### config.mk
export PLATFORM = sky130hd
export DESIGN_NAME = pgc_pin_groups
export DESIGN_NICKNAME = d
export VERILOG_FILES = /design/src/verilog/pgc_pkg.sv /design/src/verilog/pgc_pin_cell.sv /design/src/verilog/pgc_pin_groups.sv
export VERILOG_INCLUDE_DIRS = /design/src /design/src/verilog
export SDC_FILE = /design/constraint.sdc
export NUM_CORES = 1
export LEC_CHECK = 0
export ABC_AREA = 1
export BUFFER_PORTS_ARGS = -buffer_cell sky130_fd_sc_hd__clkbuf_2
export CAP_MARGIN = 20
export CORE_ASPECT_RATIO = 0.8
export CORE_MARGIN = 2
export CORE_UTILIZATION = 44
export CTS_CLUSTER_SIZE = 40
export DETAILED_ROUTE_END_ITERATION = 10
export PLACE_DENSITY = 0.66
export SETUP_SLACK_MARGIN = 0.15
export SLEW_MARGIN = 10
export SYNTH_ARGS = -nofsm -noshare
export SYNTH_HDL_FRONTEND = slang
export SYNTH_SLANG_ARGS = --single-unit
### constraint.sdc
create_clock -name clk -period 1.62 [get_ports clk]
set_clock_uncertainty 0.15 [all_clocks]
set_input_delay 0.081 -clock clk [delete_from_list [all_inputs] [get_ports clk]]
set_output_delay 0.081 -clock clk [all_outputs]
set_load 0.02 [all_outputs]
### src/verilog/pgc_defines.svh
// register offsets, reset values and encodings of the pin group block
`ifndef PGC_DEFINES_SVH
`define PGC_DEFINES_SVH

`define PGC_ADDR_W          8
`define PGC_OFF_A_DATA      8'h00
`define PGC_OFF_A_DIR       8'h01
`define PGC_OFF_A_PULL      8'h02
`define PGC_OFF_B_DATA      8'h03
`define PGC_OFF_B_DIR       8'h04
`define PGC_OFF_B_PULL      8'h05
`define PGC_OFF_C_DATA      8'h06
`define PGC_OFF_C_DIR       8'h07
`define PGC_OFF_IRQ_SEL     8'h08
`define PGC_OFF_OSC_STAT    8'h09

`define PGC_RST_DATA        8'hFF
`define PGC_RST_DIR         8'h00
`define PGC_RST_PULL        8'h00
`define PGC_RST_C_DATA      2'h3
`define PGC_RST_C_DIR       2'h0
`define PGC_RST_IRQ_SEL     8'h0C
`define PGC_ZERO8           8'h00

`define PGC_IRQ_SEL_A_BIT   0
`define PGC_IRQ_SEL_B_BIT   1

`endif

### src/verilog/pgc_pkg.sv
// types shared by the pin group block
package pgc_pkg;

  // pin mode, encoded as {direction, pull select}
  typedef enum logic [1:0] {
    PGC_FLOAT_IN  = 2'h0,
    PGC_PULL_IN   = 2'h1,
    PGC_OPEN_DRN  = 2'h2,
    PGC_PUSH_PULL = 2'h3
  } pgc_mode_t;

endpackage
### src/verilog/pgc_pin_cell.sv
// one pin: mode decode and registered pad controls
`timescale 1ns/100ps
module pgc_pin_cell #(
  parameter bit HAS_PULL = 1'b1
) (
  input  wire logic clk,
  input  wire logic arst_n,
  input  wire logic dir,
  input  wire logic pull,
  input  wire logic data,
  input  wire logic irq_cap,
  input  wire logic osc_use,
  output logic      pin_out,
  output logic      pin_oe,
  output logic      pull_en,
  output logic      irq_en
);

  pgc_pkg::pgc_mode_t mode;

  // a pin without a pull select bit acts as push-pull when driving
  always_comb begin
    if (HAS_PULL) begin
      mode = pgc_pkg::pgc_mode_t'({dir, pull});
    end else begin
      mode = dir ? pgc_pkg::PGC_PUSH_PULL
                 : pgc_pkg::PGC_FLOAT_IN;
    end
  end

  // pad controls held in flops so the pins never glitch on decode
  always_ff @(posedge clk or negedge arst_n) begin
    if (!arst_n) begin
      pin_out <= 1'b0;
      pin_oe  <= 1'b0;
      pull_en <= 1'b0;
      irq_en  <= 1'b0;
    end else if (osc_use) begin
      // oscillator owns the pad, so the port lets go completely
      pin_out <= 1'b0;
      pin_oe  <= 1'b0;
      pull_en <= 1'b0;
      irq_en  <= 1'b0;
    end else begin
      unique case (mode)
        pgc_pkg::PGC_FLOAT_IN: begin
          pin_out <= 1'b0;
          pin_oe  <= 1'b0;
          pull_en <= 1'b0;
          irq_en  <= 1'b0;
        end
        pgc_pkg::PGC_PULL_IN: begin
          pin_out <= 1'b0;
          pin_oe  <= 1'b0;
          pull_en <= 1'b1;
          irq_en  <= irq_cap;
        end
        pgc_pkg::PGC_OPEN_DRN: begin
          pin_out <= 1'b0;
          pin_oe  <= ~data; // drive low only, release for one
          pull_en <= 1'b0;
          irq_en  <= 1'b0;
        end
        pgc_pkg::PGC_PUSH_PULL: begin
          pin_out <= data;
          pin_oe  <= 1'b1;
          pull_en <= 1'b0;
          irq_en  <= 1'b0;
        end
      endcase
    end
  end

endmodule

### src/verilog/pgc_pin_groups.sv
// pin group configuration: registers, read mux and per-pin cells
//
// The plain strobed port was chosen for this implementation.
`timescale 1ns/100ps
`include "pgc_defines.svh"
module pgc_pin_groups (
  input  wire logic       clk,
  input  wire logic       arst_n,
  input  wire logic [7:0] reg_addr,
  input  wire logic [7:0] reg_wdata,
  input  wire logic       reg_wr,
  input  wire logic       reg_rd,
  output logic      [7:0] reg_rdata,
  input  wire logic [1:0] osc_option,
  input  wire logic [7:0] group_a_pins_in,
  output logic      [7:0] group_a_pins_out,
  output logic      [7:0] group_a_pins_oe,
  output logic      [7:0] group_a_pull_en,
  output logic      [7:0] group_a_irq_en,
  input  wire logic [6:0] group_b_pins_in,
  output logic      [6:0] group_b_pins_out,
  output logic      [6:0] group_b_pins_oe,
  output logic      [6:0] group_b_pull_en,
  output logic      [6:0] group_b_irq_en,
  input  wire logic [1:0] group_c_pins_in,
  output logic      [1:0] group_c_pins_out,
  output logic      [1:0] group_c_pins_oe,
  output logic      [1:0] group_c_osc_use
);

  // register map, one byte per offset:
  //   00 group a data       01 group a direction
  //   02 group a pull       03 group b data
  //   04 group b direction  05 group b pull
  //   06 group c data       07 group c direction
  //   08 interrupt select   09 oscillator use, read only
  // any other offset ignores writes and reads back zero
  //
  // pad controls follow a register write by one clock, since every
  // pin cell registers its outputs; the oscillator strap is taken
  // once after each reset release, so moving it later has no effect
  // bits without a pin (group b bit 7, group c bits 7:2) hold their
  // value or read zero; software keeps them at reset values
  // interrupt select bit 0 serves group a, bit 1 group b, and the
  // upper bits are storage only

  logic [7:0] group_a_pin_data;
  logic [7:0] group_a_direction;
  logic [7:0] group_a_pull_select;
  logic [7:0] group_b_pin_data;
  logic [7:0] group_b_direction;
  logic [7:0] group_b_pull_select;
  logic [1:0] group_c_pin_data;
  logic [1:0] group_c_direction;
  logic [7:0] ext_irq_select_reg;
  logic       option_taken;
  logic [7:0] next_rdata;
  logic [7:0] a_read;
  logic [6:0] b_read;
  logic [1:0] c_read;
  logic       we_a_data;
  logic       we_a_dir;
  logic       we_a_pull;
  logic       we_b_data;
  logic       we_b_dir;
  logic       we_b_pull;
  logic       we_c_data;
  logic       we_c_dir;
  logic       we_irq_sel;

  // one write enable per register; an unmapped offset raises none,
  // so a stray write can never land in a neighbouring register, and
  // the read-only oscillator offset falls to the default as well
  always_comb begin
    we_a_data  = 1'b0;
    we_a_dir   = 1'b0;
    we_a_pull  = 1'b0;
    we_b_data  = 1'b0;
    we_b_dir   = 1'b0;
    we_b_pull  = 1'b0;
    we_c_data  = 1'b0;
    we_c_dir   = 1'b0;
    we_irq_sel = 1'b0;
    if (reg_wr) begin
      unique case (reg_addr)
        `PGC_OFF_A_DATA:  we_a_data  = 1'b1;
        `PGC_OFF_A_DIR:   we_a_dir   = 1'b1;
        `PGC_OFF_A_PULL:  we_a_pull  = 1'b1;
        `PGC_OFF_B_DATA:  we_b_data  = 1'b1;
        `PGC_OFF_B_DIR:   we_b_dir   = 1'b1;
        `PGC_OFF_B_PULL:  we_b_pull  = 1'b1;
        `PGC_OFF_C_DATA:  we_c_data  = 1'b1;
        `PGC_OFF_C_DIR:   we_c_dir   = 1'b1;
        `PGC_OFF_IRQ_SEL: we_irq_sel = 1'b1;
        default:          we_irq_sel = 1'b0;
      endcase
    end
  end

  // group a data; ones at reset so a pin switched to output
  // starts high, or released when open drain
  always_ff @(posedge clk or negedge arst_n) begin
    if (!arst_n) begin
      group_a_pin_data <= `PGC_RST_DATA;
    end else if (we_a_data) begin
      group_a_pin_data <= reg_wdata;
    end
  end

  // group a direction; zeros at reset so every pin starts as input
  always_ff @(posedge clk or negedge arst_n) begin
    if (!arst_n) begin
      group_a_direction <= `PGC_RST_DIR;
    end else if (we_a_dir) begin
      group_a_direction <= reg_wdata;
    end
  end

  // group a pull select; cleared at reset, so inputs start
  // floating until software asks for the pull-up
  always_ff @(posedge clk or negedge arst_n) begin
    if (!arst_n) begin
      group_a_pull_select <= `PGC_RST_PULL;
    end else if (we_a_pull) begin
      group_a_pull_select <= reg_wdata;
    end
  end

  // group b data; bit 7 has no pin and only holds its value
  always_ff @(posedge clk or negedge arst_n) begin
    if (!arst_n) begin
      group_b_pin_data <= `PGC_RST_DATA;
    end else if (we_b_data) begin
      group_b_pin_data <= reg_wdata;
    end
  end

  // group b direction; bit 7 is stored but steers nothing,
  // so a one written there is harmless yet reads back
  always_ff @(posedge clk or negedge arst_n) begin
    if (!arst_n) begin
      group_b_direction <= `PGC_RST_DIR;
    end else if (we_b_dir) begin
      group_b_direction <= reg_wdata;
    end
  end

  // group b pull select; same layout as group a, seven live bits
  // and one storage bit on top
  always_ff @(posedge clk or negedge arst_n) begin
    if (!arst_n) begin
      group_b_pull_select <= `PGC_RST_PULL;
    end else if (we_b_pull) begin
      group_b_pull_select <= reg_wdata;
    end
  end

  // group c data, two bits; the upper write data bits are dropped
  always_ff @(posedge clk or negedge arst_n) begin
    if (!arst_n) begin
      group_c_pin_data <= `PGC_RST_C_DATA;
    end else if (we_c_data) begin
      group_c_pin_data <= reg_wdata[1:0];
    end
  end

  // group c direction, the only mode bit of the shared pins;
  // there is no pull select register for this group
  always_ff @(posedge clk or negedge arst_n) begin
    if (!arst_n) begin
      group_c_direction <= `PGC_RST_C_DIR;
    end else if (we_c_dir) begin
      group_c_direction <= reg_wdata[1:0];
    end
  end

  // interrupt capability selection for the standard groups;
  // only bits 0 and 1 act, the rest are plain storage
  always_ff @(posedge clk or negedge arst_n) begin
    if (!arst_n) begin
      ext_irq_select_reg <= `PGC_RST_IRQ_SEL;
    end else if (we_irq_sel) begin
      ext_irq_select_reg <= reg_wdata;
    end
  end

  // option strap caught once after reset release, not at reset itself,
  // since an async reset may only load constants
  always_ff @(posedge clk or negedge arst_n) begin
    if (!arst_n) begin
      option_taken    <= 1'b0;
      group_c_osc_use <= 2'h0;
    end else if (!option_taken) begin
      option_taken    <= 1'b1;
      group_c_osc_use <= osc_option;
    end
  end

  // data reads: stored bit where driving, pad level where listening
  assign a_read = (group_a_pin_data & group_a_direction)
                | (group_a_pins_in & ~group_a_direction);
  assign b_read = (group_b_pin_data[6:0] & group_b_direction[6:0])
                | (group_b_pins_in & ~group_b_direction[6:0]);
  assign c_read = (group_c_pin_data & group_c_direction)
                | (group_c_pins_in & ~group_c_direction);

  // read mux; unmapped offsets return zero
  always_comb begin
    next_rdata = `PGC_ZERO8;
    if (reg_rd) begin
      unique case (reg_addr)
        `PGC_OFF_A_DATA:   next_rdata = a_read;
        `PGC_OFF_A_DIR:    next_rdata = group_a_direction;
        `PGC_OFF_A_PULL:   next_rdata = group_a_pull_select;
        `PGC_OFF_B_DATA:   next_rdata = {group_b_pin_data[7], b_read};
        `PGC_OFF_B_DIR:    next_rdata = group_b_direction;
        `PGC_OFF_B_PULL:   next_rdata = group_b_pull_select;
        `PGC_OFF_C_DATA:   next_rdata = {6'h00, c_read};
        `PGC_OFF_C_DIR:    next_rdata = {6'h00, group_c_direction};
        `PGC_OFF_IRQ_SEL:  next_rdata = ext_irq_select_reg;
        `PGC_OFF_OSC_STAT: next_rdata = {6'h00, group_c_osc_use};
        default:           next_rdata = `PGC_ZERO8;
      endcase
    end
  end

  // read data stand for exactly the cycle after the strobe
  always_ff @(posedge clk or negedge arst_n) begin
    if (!arst_n) begin
      reg_rdata <= `PGC_ZERO8;
    end else begin
      reg_rdata <= next_rdata;
    end
  end

  // group a pin cells
  genvar gi;
  generate
    for (gi = 0; gi < 8; gi = gi + 1) begin : g_a
      pgc_pin_cell #(.HAS_PULL(1'b1)) u_cell (
        .clk     (clk),
        .arst_n  (arst_n),
        .dir     (group_a_direction[gi]),
        .pull    (group_a_pull_select[gi]),
        .data    (group_a_pin_data[gi]),
        .irq_cap (ext_irq_select_reg[`PGC_IRQ_SEL_A_BIT]),
        .osc_use (1'b0),
        .pin_out (group_a_pins_out[gi]),
        .pin_oe  (group_a_pins_oe[gi]),
        .pull_en (group_a_pull_en[gi]),
        .irq_en  (group_a_irq_en[gi])
      );
    end
  endgenerate

  // group b pin cells
  generate
    for (gi = 0; gi < 7; gi = gi + 1) begin : g_b
      pgc_pin_cell #(.HAS_PULL(1'b1)) u_cell (
        .clk     (clk),
        .arst_n  (arst_n),
        .dir     (group_b_direction[gi]),
        .pull    (group_b_pull_select[gi]),
        .data    (group_b_pin_data[gi]),
        .irq_cap (ext_irq_select_reg[`PGC_IRQ_SEL_B_BIT]),
        .osc_use (1'b0),
        .pin_out (group_b_pins_out[gi]),
        .pin_oe  (group_b_pins_oe[gi]),
        .pull_en (group_b_pull_en[gi]),
        .irq_en  (group_b_irq_en[gi])
      );
    end
  endgenerate

  // group c cells: no pull bit and interrupt capability tied off
  generate
    for (gi = 0; gi < 2; gi = gi + 1) begin : g_c
      pgc_pin_cell #(.HAS_PULL(1'b0)) u_cell (
        .clk     (clk),
        .arst_n  (arst_n),
        .dir     (group_c_direction[gi]),
        .pull    (1'b0),
        .data    (group_c_pin_data[gi]),
        .irq_cap (1'b0),
        .osc_use (group_c_osc_use[gi]),
        .pin_out (group_c_pins_out[gi]),
        .pin_oe  (group_c_pins_oe[gi]),
        .pull_en (),
        .irq_en  ()
      );
    end
  endgenerate

endmodule

# Word-level counts from Yosys, hierarchy flattened
# Cells that the tools add are included.
dict set report classes {
  add_sub_neg 0
  n_mul 0
  div_mod_pow 0
  magnitude_cmp 0
  n_eq_ne 60
  shifts 0
  n_mux 90
  bitwise_logic 29
  reduce_logical 67
}
# op count
set ops {}
lappend ops {{3-bit OR reduction} 32}
lappend ops {{1-bit case mux with 2 select lines} 47}
lappend ops {{8-bit case mux with 10 select lines} 1}
lappend ops {{2-bit == test, second input constant} 34}
lappend ops {{1-bit case mux with 3 select lines} 17}
lappend ops {{2-bit by 1-bit == test with 1-bit output, second input constant} 17}
lappend ops {{2-bit logical NOT} 17}
lappend ops {{2-bit OR reduction} 17}
lappend ops {{8-bit by 3-bit == test with 1-bit output, second input constant} 4}
lappend ops {{1-bit two-way mux} 22}
lappend ops {{1-bit NOT} 17}
lappend ops {{8-bit bitwise AND} 2}
lappend ops {{8-bit by 2-bit == test with 1-bit output, second input constant} 2}
lappend ops {{8-bit by 4-bit == test with 1-bit output, second input constant} 2}
lappend ops {{7-bit bitwise AND} 2}
lappend ops {{8-bit by 1-bit == test with 1-bit output, second input constant} 1}
lappend ops {{8-bit logical NOT} 1}
lappend ops {{8-bit two-way mux} 1}
lappend ops {{8-bit NOT} 1}
lappend ops {{8-bit bitwise OR} 1}
lappend ops {{7-bit NOT} 1}
lappend ops {{7-bit bitwise OR} 1}
lappend ops {{2-bit bitwise AND} 2}
lappend ops {{2-bit two-way mux} 2}
lappend ops {{other kinds (2)} 2}
dict set report totals {
  register_bits 135
  latch_bits 0
  ramBits 0
  mem_bits_ro 0
  input_bits 39
  elab_cells 322
  n_memories 0
}

# Depth between registers and ports, before layout
# Gate-level depths: netlist (run 1).
dict set report logic_depth {
  ltp_word 5
  ltp_mapped 9
  depth_no_buf 9
}

# By module
# From an unflattened synthesis (run 1), not the netlist that was laid out.
dict set report hier_totals {
  hier_cells 672
  area_unflattened_um2 5866.9
}
# mod instances cells_each area_each_um2 seq_area_each_um2
set by_module_without_submodules {}
lappend by_module_without_submodules {pgc_pin_groups 1 414 3498.4 1801.7}
lappend by_module_without_submodules {{pgc_pin_cell (g_a[0].u_cell ...)} 15 16 146.4 100.1}
lappend by_module_without_submodules {{pgc_pin_cell (g_c[0].u_cell ...)} 2 9 86.3 50.0}

# Least setup slack after synthesis (run 1)
# OpenSTA, ideal clock, no wires.
dict set report synth_path {
  path_type {register to register}
  start {reg group_b_pin_data[2]}
  end {reg reg_rdata[2]}
  arrival_time_ps 984
  required_time_ps 1393
  path_slack_ps 408
  stages_incl_launch_ff 7
  n_path_buf 0
  synth_period_minus_slack_ps 1212
  cell_sequence {dfstp_2 inv_1 o21ai_0 nand3_1 o21ai_0 nor2_1 a21oi_1}
}
dict set report synth_via {
  elab_chain_cells 4
}
# element line
set synth_rtl {}
lappend synth_rtl {{from (decl)} pgc_pin_groups.sv:50} ;# logic [7:0] group_b_pin_data;
lappend synth_rtl {{from (signal assigned)} pgc_pin_groups.sv:132} ;# group_b_pin_data <= `PGC_RST_DATA;
lappend synth_rtl {{from (signal assigned)} pgc_pin_groups.sv:134} ;# group_b_pin_data <= reg_wdata;
lappend synth_rtl {{7-bit bitwise AND} pgc_pin_groups.sv:202} ;# assign b_read = (group_b_pin_data[6:0] & group_b_direction[6:0])
lappend synth_rtl {{7-bit bitwise OR} pgc_pin_groups.sv:203} ;# | (group_b_pins_in & ~group_b_direction[6:0]);
lappend synth_rtl {{8-bit case mux with 10 select lines} pgc_pin_groups.sv:211} ;# unique case (reg_addr)
lappend synth_rtl {{8-bit two-way mux} pgc_pin_groups.sv:210} ;# if (reg_rd) begin
lappend synth_rtl {{named net next_rdata[2]} pgc_pin_groups.sv:57} ;# logic [7:0] next_rdata;
lappend synth_rtl {{to (signal assigned)} pgc_pin_groups.sv:230} ;# reg_rdata <= `PGC_ZERO8;
lappend synth_rtl {{to (signal assigned)} pgc_pin_groups.sv:232} ;# reg_rdata <= next_rdata;
lappend synth_rtl {{to (decl)} pgc_pin_groups.sv:13} ;# output logic [7:0] reg_rdata,
# The timed path passes the listed nets, and every way through them passes these cells.
# A chain may end at the register's enable or synchronous reset.

# Worst setup path in the final report (run 1)
dict set report layout_path {
  start {reg group_b_pin_data[5]}
  end {reg reg_rdata[5]}
}
# The elaborated chain is that of the path after synthesis.

==> metrics.csv, run 1 <==
stage,metric,value,unit
status,run status,finished with violations,
status,violated checks,hold timing,
clocking,number of CTS-inserted buffers,17,
placement,placed inst area,6310,um^2
timing,shortest period the worst path allows,1360,ps
floorplan,core footprint,13400,um^2
clocking,maximum clock insertion buffer count,2,
global_route,number of antenna violations at the first check in global routing,0,
finish,final net count,752,
finish,fin area,7030,um^2
critical_path,worst setup path category,flip-flop to flip-flop,
global_route,wire length of the first global-routing pass,21500,um
placement,last weighted congestion value of the routability-driven placer,0.894,
floorplan,row count,38,
drt,total number of vias,4334,
timing,setup repair after global routing missed its margin,no,
clocking,CTS tree,built,
timing,final-report hold violation count,5,
clocking,clk_lat worst skew,410,ps
global_route,Overall Global Routing Usage,19.7,%
floorplan,Chip Width,134,um
clocking,clock slew at the register clock pins of the worst setup and hold paths,60,ps
hold_path,path type of the worst min-delay path,input port to flip-flop,
power_and_ir_drop,maximum ir drop on the vdd rail,0.743,mV
clocking,Root Driver,sky130_fd_sc_hd__clkbuf_16,
clocking,# clock sinks,135,
critical_path,count of cells along the worst register-to-register path,6,
logic_synthesis,count of mapped cells out of synthesis,634,
critical_path,biggest fanout along the worst timing path,3,
floorplan,Die Y,108,um
drt,count of antenna-violating nets left after detailed routing,0,
timing,maximum operating frequency,735,MHz
drt,Routed wire per std cell,14.7,um
drt,TritonRoute pass-1 iters,5,
finish,ant diodes,0,
logic_synthesis,number of synthesis warnings,0,
logic_synthesis,summed instance area of the synthesized netlist,5980,um^2
timing,total negative slack for setup checks,0,ps
global_route,vias in the first global route,4068,
drt,Via-to-Cell Ratio,4.78,
timing,share of the clock period used by the worst path after layout,83.9,%
run,count of max-cap constraint violations,0,
floorplan,Initial Utilization,44.6,%
logic_synthesis,sequential cell area fraction in the yosys report,56.9,%
floorplan,I/O pin total,113,
logic_synthesis,post-synthesis register bit count,135,
drt,Post-route DRC,0,
drt,DRC marker count from the first detailed-route iteration,260,
critical_path,worst endpoint required time,1810,ps
power_and_ir_drop,leakage dissipation,3.44,nW
timing,Final setup violation count,0,
timing,hold slack,-9.15,ps
global_route,maximum number of pins on one net before global-route repair,44,
logic_synthesis,net count of the mapped netlist,673,
finish,synth-to-layout area growth,17.4,%
hold_path,worst hold stages,3,
critical_path,startpoint class of the critical path,flip-flop,
clocking,number of levels the H-tree was split into,4,
placement,DPL Wire Length,9630,um
critical_path,arrival time at the worst endpoint,1550,ps
power_and_ir_drop,Total Power,7.89,mW
logic_synthesis,number of distinct library cell variants in the gate-level netlist after synthesis,28,
logic_synthesis,Post-Synthesis Mean Instance Area,9.44,um^2
critical_path,Worst Setup End Kind,flip-flop,
finish,proportion of layout cells with a drive suffix above 1,30.0,%
timing,final-report max-slew violation count,0,
power_and_ir_drop,PwrDens,1120,nW/um^2
drt,WL final,13300,um
global_route,grt ovf,0,
placement,input/output buffers,112,
floorplan,area of the die,14600,um^2
[worst max-delay path: stages (launching register included)]
cell	delay [ps]
sky130_fd_sc_hd__dfstp_2	540
sky130_fd_sc_hd__inv_1	50
sky130_fd_sc_hd__o21ai_1	140
sky130_fd_sc_hd__nand3_1	90
sky130_fd_sc_hd__o21ai_0	100
sky130_fd_sc_hd__nor2_1	60
sky130_fd_sc_hd__a21oi_1	150
[repair_timing]
action / 4_1_cts / 5_1_grt
endpoints found under the hold margin: 180 / 0
setup endpoints to repair: 0 / 4
gates resized for setup: 0 / 4
hold buffers: 14 / 0
buffers inserted: 0 / 0
[layer usage]
layer  share of wire (%)  global-route usage, %  wire length (um)  vias up
met4                0.82                   4.96               109        0
li1                    -                      -                 -     2132
met5                   0                      0                 0        -
met1                  51                   29.5              6760     2071
met2                  43                   28.5              5800      120
met3                 5.0                   5.06               668       11
[path summary, 6_finish.rpt]
check,from,end,slack (ps)
hold / removal,reg_wdata[0],group_b_pull_select[0],-9
setup reg to reg,group_b_pin_data[5],reg_rdata[5],260
hold reg to reg,ext_irq_select_reg[3],ext_irq_select_reg[3],330
min in group asynchronous,arst_n,group_c_osc_use[1],0
setup / recovery,group_b_pin_data[5],reg_rdata[5],260
max in group asynchronous,arst_n,group_b_pin_data[5],690
[where the power goes]
part,total (mW),internal [mW],switching [mW]
Sequential,3.60,3.51,0.0874
Combinational,0.548,0.188,0.360
Clock,3.74,2.38,1.37
Total,7.89,6.08,1.81
[cells by family after synthesis]
kind of cell	Yosys count	share of synthesized area, %
simple gates	253	18.9
other cells	1	0.0627
buf+inv	135	13.4
compound gates	105	9.85
mux	5	0.878
flops	135	56.9
[through the flow]
stage / std cells / utilization (%) / setup WS [ps]
detailed placement: 860 / 47.0 / 104
CTS: 906 / 52.4 / 212
finish: 906 / 52.4 / 260
global placement: 860 / 47.0 / 147
floorplan: 634 / - / 408
global route: 906 / 52.4 / 151
[placed cells by master, fill, tap and decap left out, types with 2 or more instances in the layout]
cell,count
sky130_fd_sc_hd__clkbuf_16,17
sky130_fd_sc_hd__mux2i_1,3
sky130_fd_sc_hd__a21boi_0,3
sky130_fd_sc_hd__o21ai_0,19
sky130_fd_sc_hd__clkbuf_8,3
sky130_fd_sc_hd__clkbuf_1,4
sky130_fd_sc_hd__buf_12,2
sky130_fd_sc_hd__nand3_4,2
sky130_fd_sc_hd__o21ai_1,45
sky130_fd_sc_hd__dfrtp_1,114
sky130_fd_sc_hd__nand3_1,38
sky130_fd_sc_hd__o21ai_2,15
sky130_fd_sc_hd__nor3_1,21
sky130_fd_sc_hd__clkinv_2,4
sky130_fd_sc_hd__clkbuf_2,111
sky130_fd_sc_hd__nor2_4,3
sky130_fd_sc_hd__bufinv_16,2
sky130_fd_sc_hd__nor2_2,2
sky130_fd_sc_hd__nand3_2,3
sky130_fd_sc_hd__inv_1,48
sky130_fd_sc_hd__dlygate4sd3_1,14
sky130_fd_sc_hd__dfstp_2,20
sky130_fd_sc_hd__buf_4,13
sky130_fd_sc_hd__a21oi_1,23
sky130_fd_sc_hd__inv_2,6
sky130_fd_sc_hd__mux2_2,2
sky130_fd_sc_hd__nand2_2,7
sky130_fd_sc_hd__nand2_4,2
sky130_fd_sc_hd__nor2_1,58
sky130_fd_sc_hd__nand2_1,117
[area by class of cell]
type                            instances  area, um^2
Tap cell                              180         225
Clock buffer                           24         482
Multi-Input combinational cell        364        1780
Inverter                               55         209
Clock inverter                          8        96.3
Sequential cell                       135        3400
Timing Repair Buffer                  140         833
Fill cell                            1226        6380
[Yosys cell counts]
cell,count,area share [%]
sky130_fd_sc_hd__nand2_4,2,0.38
sky130_fd_sc_hd__dfrtp_1,115,48
sky130_fd_sc_hd__nand3_4,2,0.59
sky130_fd_sc_hd__buf_6,3,0.56
sky130_fd_sc_hd__mux2i_1,3,0.50
sky130_fd_sc_hd__buf_4,68,8.5
sky130_fd_sc_hd__nand3_2,3,0.50
sky130_fd_sc_hd__mux2_2,2,0.38
sky130_fd_sc_hd__buf_2,5,0.42
sky130_fd_sc_hd__nand3_1,38,3.2
sky130_fd_sc_hd__clkbuf_1,3,0.19
sky130_fd_sc_hd__inv_1,48,3.0
sky130_fd_sc_hd__a21oi_1,23,1.9
sky130_fd_sc_hd__a21boi_0,3,0.38
sky130_fd_sc_hd__nand2_2,7,0.73
sky130_fd_sc_hd__buf_8,1,0.25
sky130_fd_sc_hd__conb_1,1,0.063
sky130_fd_sc_hd__o21ai_2,15,2.2
sky130_fd_sc_hd__nor2_2,2,0.21
sky130_fd_sc_hd__inv_4,1,0.10
sky130_fd_sc_hd__o21ai_0,22,1.8
sky130_fd_sc_hd__nor2_1,58,3.6
sky130_fd_sc_hd__inv_2,6,0.38
sky130_fd_sc_hd__nand2_1,117,7.3
sky130_fd_sc_hd__o21ai_1,42,3.5
sky130_fd_sc_hd__dfstp_2,20,8.8
sky130_fd_sc_hd__nor2_4,3,0.56
sky130_fd_sc_hd__nor3_1,21,1.8
Note: power is estimated with default switching activity, not from simulation.
==> inputs of run 2 (changes only) <==
- ABC_AREA: 1 -> 0
- clock period: 1.62 -> 1.3 ns (I/O delays scaled with it)
==> run 2 against run 1 <==
Effect of this change: the run ends with setup timing left; highest routed layer unchanged; sequential share of layout area is 9.8 points lower; fmax is 11% lower; worst hold slack better by 38 ps; critical endpoint is now reg_rdata[1]; clock power is 27% higher; register-to-register slack worse by 480 ps; die area is 0.69% higher; largest power group unchanged; setup slack worse by 480 ps; utilization is 13 points higher.
==> metrics.csv, run 2 <==
stage,metric,value,unit,change
status,run status,finished with violations,,
status,violated checks,setup timing,,
global_route,wire length of the first global-routing pass,23500,um,+9.3%
timing,maximum operating frequency,657,MHz,-11%
logic_synthesis,area share of the leading cell type in the synthesized netlist,47.8,%,-0.34 points
finish,proportion of layout cells with a drive suffix above 1,53.7,%,+24 points
critical_path,worst setup path category,flip-flop to flip-flop,,
timing,hold slack,29.0,ps,+38.1 ps
critical_path,r2r endpoint,reg_rdata[1],,
critical_path,Worst Setup End Kind,flip-flop,,
placement,input/output buffers,112,,unchanged
drt,count of antenna-violating nets left after detailed routing,0,,unchanged
clocking,Root Driver,sky130_fd_sc_hd__clkbuf_16,,
critical_path,cell family with the largest share of critical-path delay,multiplexers,,
floorplan,I/O pin total,113,,unchanged
logic_synthesis,post-synthesis register bit count,135,,unchanged
drt,Post-route DRC,0,,unchanged
critical_path,total buffers and inverters traversed by the critical path,0,,-1
critical_path,worst setup path endpoint,reg_rdata[1],,
logic_synthesis,cell type with the largest total area after synthesis,sky130_fd_sc_hd__dfrtp_1,,
critical_path,arrival time at the worst endpoint,1660,ps,+110 ps
timing,setup repair after global routing missed its margin,yes,,
finish,ant diodes,0,,unchanged
logic_synthesis,summed instance area of the synthesized netlist,6030,um^2,+0.71%
critical_path,biggest fanout along the worst timing path,2,,-1
power_and_ir_drop,maximum ir drop on the vdd rail,0.864,mV,+16%
drt,TritonRoute pass-1 iters,4,,-1
global_route,Overall Global Routing Usage,21.6,%,+2.0 points
floorplan,Initial Utilization,44.8,%,+0.16 points
critical_path,worst endpoint required time,1440,ps,-370 ps
placement,last weighted congestion value of the routability-driven placer,0.831,,-7.0%
global_route,grt ovf,0,,unchanged
logic_synthesis,most area-consuming cells after synthesis,"sky130_fd_sc_hd__dfrtp_1 48%, sky130_fd_sc_hd__dfstp_2 8.7%, sky130_fd_sc_hd__buf_4 8.2%, sky130_fd_sc_hd__mux2_1 6.2%, sky130_fd_sc_hd__mux2_4 4.0%",,
floorplan,Chip Width,135,um,+0.35%
timing,shortest period the worst path allows,1520,ps,+161 ps
logic_synthesis,number of distinct library cell variants in the gate-level netlist after synthesis,49,,+75%
logic_synthesis,sequential cell area fraction in the yosys report,56.5,%,-0.40 points
finish,synth-to-layout area growth,45.9,%,
logic_synthesis,count of mapped cells out of synthesis,485,,-24%
power_and_ir_drop,relative contribution of the clock network to total power,45.4,%,-2.1 points
timing,total negative slack for setup checks,-5620,ps,-5620 ps
power_and_ir_drop,Internal,8.06,mW,+33%
logic_synthesis,"FFs w/ async S/R, synth",100,%,unchanged
clocking,CTS tree,built,,
timing,share of the clock period used by the worst path after layout,117,%,+33 points
timing,Final setup violation count,50,,+50
power_and_ir_drop,Seq pwr share,43.2,%,-2.4 points
run,count of max-cap constraint violations,0,,unchanged
clocking,number of CTS-inserted buffers,17,,unchanged
timing,final-report max-slew violation count,0,,unchanged
floorplan,area of the die,14700,um^2,+0.69%
power_and_ir_drop,Switching Fraction,23.2,%,+0.18 points
power_and_ir_drop,leakage dissipation,4.30,nW,+25%
clocking,number of levels the H-tree was split into,4,,unchanged
logic_synthesis,Post-Synthesis Mean Instance Area,12.4,um^2,+32%
timing,final-report hold violation count,0,,-5
finish,most frequent cells in the layout,"115 x sky130_fd_sc_hd__dfrtp_1, 69 x sky130_fd_sc_hd__buf_4, 57 x sky130_fd_sc_hd__clkbuf_8",,
finish,final net count,682,,-9.3%
drt,Via-to-Cell Ratio,4.94,,+3.4%
critical_path,flop-to-flop setup slack,-220,ps,-480 ps
logic_synthesis,top-count cell post-synth,sky130_fd_sc_hd__dfrtp_1,,
critical_path,list of cells traversed by the critical path,"mux2_2, mux2i_1, nor3_1, a311oi_1, a21oi_2",,
timing,minimum setup slack in the final design,-221,ps,-481 ps
power_and_ir_drop,PwrDens,1190,nW/um^2,+6.2%
global_route,number of antenna violations at the first check in global routing,0,,unchanged
placement,DPL Wire Length,10000,um,+4.2%
global_route,maximum number of pins on one net before global-route repair,70,,+59%
clocking,# clock sinks,135,,unchanged
critical_path,startpoint class of the critical path,flip-flop,,
logic_synthesis,net count of the mapped netlist,524,,-22%
power_and_ir_drop,combinational share of power,11.4,%,+4.5 points
floorplan,core footprint,13500,um^2,+0.35%
finish,final cell utilization of the core,65.3,%,+13 points
clocking,maximum clock insertion buffer count,2,,unchanged
floorplan,Die Y,109,um,+0.34%
clocking,clk_lat worst skew,420,ps,about the same
logic_synthesis,top cells by instance count after synthesis,"115 x sky130_fd_sc_hd__dfrtp_1, 66 x sky130_fd_sc_hd__buf_4, 33 x sky130_fd_sc_hd__mux2_1, 28 x sky130_fd_sc_hd__nor2_1, 23 x sky130_fd_sc_hd__mux2i_1",,
drt,total number of vias,4134,,-4.6%
placement,Placement Setup Slack,-656,ps,-760 ps
clocking,clock slew at the register clock pins of the worst setup and hold paths,60,ps,about the same
finish,"leading cell type in the layout, fill and taps excluded",sky130_fd_sc_hd__dfrtp_1,,
critical_path,Worst Setup SP,group_a_direction[1],,
logic_synthesis,Post-synth EDFFs,0,,unchanged
drt,DRC marker count from the first detailed-route iteration,193,,-26%
critical_path,count of cell instances traversed by the critical path,5,,-1
critical_path,"slowest stage delay, CP",350,ps,-190 ps
power_and_ir_drop,Psw,2.43,mW,+34%
critical_path,count of cells along the worst register-to-register path,5,,-1
critical_path,launch instance of the worst register-to-register path,group_a_direction[1],,
critical_path,cell type of the slowest stage on the worst timing path,sky130_fd_sc_hd__dfrtp_1,,
drt,Routed wire per std cell,17.9,um,+22%
global_route,vias in the first global route,4276,,+5.1%
floorplan,row count,38,,unchanged
logic_synthesis,number of synthesis warnings,0,,unchanged
logic_synthesis,"Top FF cell, synth",sky130_fd_sc_hd__dfrtp_1,,
hold_path,path type of the worst min-delay path,input port to flip-flop,,
drt,WL final,15000,um,+12%
run 2: cell count changes in the layout (fill, tap and decap cells not counted), moves of 33 or more:
cell and delta:
sky130_fd_sc_hd__nand2_1 -106, sky130_fd_sc_hd__clkbuf_2 -77, sky130_fd_sc_hd__buf_4 +56, sky130_fd_sc_hd__mux2_4 +56
sky130_fd_sc_hd__clkbuf_8 +54, sky130_fd_sc_hd__buf_6 +40, sky130_fd_sc_hd__o21ai_1 -39, sky130_fd_sc_hd__nand3_1 -35
sky130_fd_sc_hd__nor2_1 -35, sky130_fd_sc_hd__inv_1 -33
run 2: repair_timing:
| item | in CTS | in global routing |
|---|---|---|
| hold endpoints to repair | 204 | 0 |
| hold buffers | 15 | 0 |
| pin swaps | 20 | 10 |
| gates resized for setup | 159 | 87 |
| setup buffers | 7 | 4 |
| endpoints found under the setup margin | 123 | 145 |
run 2: cell families after synthesis:
| family | count (synthesis) | synth area share [%] |
|---|---|---|
| and+or+nand+nor | 111 | 10.5 |
| AOI/OAI and AO/OA | 61 | 7.06 |
| muxes | 81 | 15.7 |
| other | 1 | 0.0622 |
| buffers and inverters | 96 | 10.2 |
| DFF | 135 | 56.5 |
run 2: per-stage QoR:
step / cells / instance area, um^2 / power, mW
finish: 836 / 8790 / 10.5
global route: 836 / 8790 / 10.9
CTS: 832 / 8540 / 10.5
detailed placement: 778 / 7060 / 5.54
global placement: 778 / 7060 / 5.52
floorplan: 485 / 6210 / 5.13
run 2: worst reg2reg max path, stage by stage, from the launching register on:
cell	delay, ps
sky130_fd_sc_hd__dfrtp_1	350
sky130_fd_sc_hd__mux2_2	330
sky130_fd_sc_hd__mux2i_1	130
sky130_fd_sc_hd__nor3_1	60
sky130_fd_sc_hd__a311oi_1	270
sky130_fd_sc_hd__a21oi_2	120
run 2: how the worst min path moves through the flow:
stage | from | endpoint | slack [ps] | depth (start not counted)
2_1_floorplan | arst_n | ext_irq_select_reg[0] | -380 | 0
3_3_place_gp | arst_n | g_b[2].u_cell.irq_en | -260 | 1
3_5_place_dp | arst_n | g_b[2].u_cell.pin_oe | -260 | 1
4_1_cts | reg_addr[3] | reg_rdata[7] | 3 | 4
5_1_grt | reg_addr[3] | reg_rdata[7] | 50 | 4
6_report | reg_addr[3] | reg_rdata[7] | 30 | 4
run 2: area by class of cell:
type	count	area [um^2]
Inverter	16	60.1
Multi-Input combinational cell	254	2350
Fill cell	998	4660
Sequential cell	135	3400
Clock inverter	7	92.6
Timing Repair Buffer	219	2160
Tap cell	180	225
Clock buffer	25	495
run 2: power groups by stage:
stage               Combinational, mW  Sequential (mW)  Clock (mW)
finish                           1.20             4.53        4.76
global route                     1.29             4.55        5.03
CTS                              1.14             4.52        4.83
detailed placement              0.963             4.58           0
global placement                0.949             4.57           0
floorplan                       0.562             4.57           0
run 2: per-layer routing:
metal / vias to the layer above / wire length [um] / GRT usage, %
met5: - / 0 / 0
met1: 2065 / 6860 / 30.1
met2: 116 / 7260 / 33.5
met4: 0 / 206 / 6.69
met3: 19 / 667 / 5.44
li1: 1934 / - / -
==> inputs of run 3 (changes only) <==
- RECOVER_POWER: not set -> 50
==> run 3 against run 2 <==
Effect of this change: the run still ends with setup timing left; power fell by 0.21%; register-to-register slack hardly changed; fmax hardly changed; non-clock buffer count stayed put; setup slack better by 0.82 ps; combinational power hardly changed; critical endpoint unchanged.
==> metrics.csv, run 3 (synthesized netlist as in run 2, its figures left out) <==
stage,metric,value,unit,change
status,run status,finished with violations,,
status,violated checks,setup timing,,
clocking,number of CTS-inserted buffers,17,,unchanged
finish,final net count,682,,unchanged
clocking,clk_lat worst skew,420,ps,about the same
power_and_ir_drop,Seq pwr share,43.3,%,about the same
drt,count of antenna-violating nets left after detailed routing,0,,unchanged
floorplan,core footprint,13500,um^2,unchanged
critical_path,arrival time at the worst endpoint,1650,ps,about the same
placement,Placement Setup Slack,-656,ps,unchanged
placement,placed inst area,7060,um^2,unchanged
drt,Via-to-Cell Ratio,4.91,,-0.63%
floorplan,area of the die,14700,um^2,unchanged
timing,hold slack,22.0,ps,-6.99 ps
global_route,number of antenna violations at the first check in global routing,0,,unchanged
critical_path,Worst Setup End Kind,flip-flop,,
placement,placed cells,778,,unchanged
critical_path,count of cells along the worst register-to-register path,5,,unchanged
clocking,clock slew at the register clock pins of the worst setup and hold paths,60,ps,about the same
drt,Post-route DRC,0,,unchanged
global_route,grt ovf,0,,unchanged
timing,worst slew margin relative to its limit,44.1,%,
placement,last weighted congestion value of the routability-driven placer,0.831,,unchanged
timing,share of the clock period used by the worst path after layout,117,%,about the same
power_and_ir_drop,Total Power,10.5,mW,-0.21%
critical_path,biggest fanout along the worst timing path,2,,unchanged
finish,most frequent cells in the layout,"115 x sky130_fd_sc_hd__dfrtp_1, 60 x sky130_fd_sc_hd__buf_4, 57 x sky130_fd_sc_hd__clkbuf_8",,
finish,"leading cell type in the layout, fill and taps excluded",sky130_fd_sc_hd__dfrtp_1,,
timing,transition time at the pin with the least slew margin,839,ps,
finish,final cell utilization of the core,64.9,%,-0.41 points
timing,final-report max-slew violation count,0,,unchanged
floorplan,Chip Width,135,um,unchanged
power_and_ir_drop,maximum ir drop on the vdd rail,0.857,mV,-0.72%
clocking,maximum clock insertion buffer count,2,,unchanged
power_and_ir_drop,combinational share of power,11.2,%,-0.2 points
drt,DRC marker count from the first detailed-route iteration,222,,+15%
placement,input/output buffers,112,,unchanged
global_route,wire length of the first global-routing pass,23500,um,unchanged
run,count of max-cap constraint violations,0,,unchanged
timing,maximum operating frequency,658,MHz,about the same
finish,post-route insts no fill,836,,unchanged
clocking,CTS tree,built,,
finish,fin area,8740,um^2,-0.63%
power_and_ir_drop,PwrDens,1200,nW/um^2,+0.42%
power_and_ir_drop,relative contribution of the clock network to total power,45.5,%,about the same
power_and_ir_drop,leakage dissipation,4.26,nW,-1.1%
clocking,Root Driver,sky130_fd_sc_hd__clkbuf_16,,
placement,DPL Wire Length,10000,um,unchanged
critical_path,worst endpoint required time,1430,ps,about the same
finish,Filler Cells Inserted,1013,,+1.5%
hold_path,path type of the worst min-delay path,input port to flip-flop,,
power_and_ir_drop,Psw,2.43,mW,-0.11%
timing,Final setup violation count,50,,unchanged
power_and_ir_drop,Internal,8.04,mW,-0.24%
finish,ant diodes,0,,unchanged
finish,synth-to-layout area growth,45.0,%,
critical_path,startpoint class of the critical path,flip-flop,,
floorplan,Die Y,109,um,unchanged
drt,WL final,15000,um,-0.27%
drt,Routed wire per std cell,17.9,um,-0.27%
drt,total number of vias,4108,,-0.63%
timing,shortest period the worst path allows,1520,ps,-0.819 ps
finish,proportion of layout cells with a drive suffix above 1,52.3,%,-1.4 points
critical_path,worst setup path category,flip-flop to flip-flop,,
timing,minimum setup slack in the final design,-220,ps,+0.819 ps
clocking,# clock sinks,135,,unchanged
floorplan,row count,38,,unchanged
floorplan,I/O pin total,113,,unchanged
timing,final-report hold violation count,0,,unchanged
global_route,maximum number of pins on one net before global-route repair,70,,unchanged
global_route,Overall Global Routing Usage,21.6,%,unchanged
timing,setup repair after global routing missed its margin,yes,,
global_route,vias in the first global route,4276,,unchanged
hold_path,worst hold stages,4,,unchanged
drt,TritonRoute pass-1 iters,4,,unchanged
clocking,number of levels the H-tree was split into,4,,unchanged
power_and_ir_drop,Switching Fraction,23.2,%,about the same
timing,total negative slack for setup checks,-5550,ps,+63.1 ps
floorplan,Initial Utilization,44.8,%,unchanged
-- run 3: cell count changes in the layout (fill, tap and decap cells not counted), sizes merged --
cell | previous run | this run
clkbuf | 112 | 122
buf | 117 | 107
-- run 3: critical path, cell delays in order, from the launching register on --
cell                       delay [ps]
sky130_fd_sc_hd__dfrtp_1          350
sky130_fd_sc_hd__mux2_2           330
sky130_fd_sc_hd__mux2i_1          120
sky130_fd_sc_hd__nor3_1            60
sky130_fd_sc_hd__a311oi_1         270
sky130_fd_sc_hd__a21oi_2          120
-- run 3: what timing repair did --
item / CTS / global route
pin swaps: 20 / 10
cloned: 0 / 0
hold buffers: 15 / 0
buffers inserted: 7 / 4
endpoints found under the setup margin: 123 / 145
resized for setup: 159 / 87
hold endpoints to repair: 204 / 0
-- run 3: area by class of cell --
type	instances	area (um^2)	share of cell area, %
inverter	16	60.1	0.687
tap	180	225	2.58
clock inverter	7	92.6	1.06
timing repair buffer	219	2110	24.1
multi-input combinational	254	2350	26.9
sequential	135	3400	39.0
clock buffer	25	495	5.67
-- run 3: worst paths after layout --
| kind | endpoint | slack (ps) | start |
|---|---|---|---|
| hold reg to reg | group_b_direction[7] | 360 | group_b_direction[7] |
| max in group asynchronous | group_b_pull_select[3] | 80 | arst_n |
| min in group asynchronous | group_b_pull_select[2] | 220 | arst_n |
| hold / removal | reg_rdata[7] | 20 | reg_addr[3] |
| setup reg to reg | reg_rdata[1] | -220 | group_a_direction[1] |
| setup / recovery | reg_rdata[1] | -220 | group_a_direction[1] |
-- run 3: power groups by stage --
stage	clock network [mW]	registers [mW]	logic, mW
final	4.76	4.53	1.17
after global routing	5.03	4.55	1.27
after CTS	4.83	4.52	1.14
after detailed placement	0	4.58	0.963
after global placement	0	4.57	0.949
after floorplan	0	4.57	0.562
-- run 3: routing by layer --
metal  wire length, um  GRT usage [%]  vias to the layer above
li1                  -              -                     1939
met1              6790           30.1                     2040
met2              7250           33.5                      109
met3               711           5.44                       20
met5                 0              0                        -
met4               208           6.69                        0
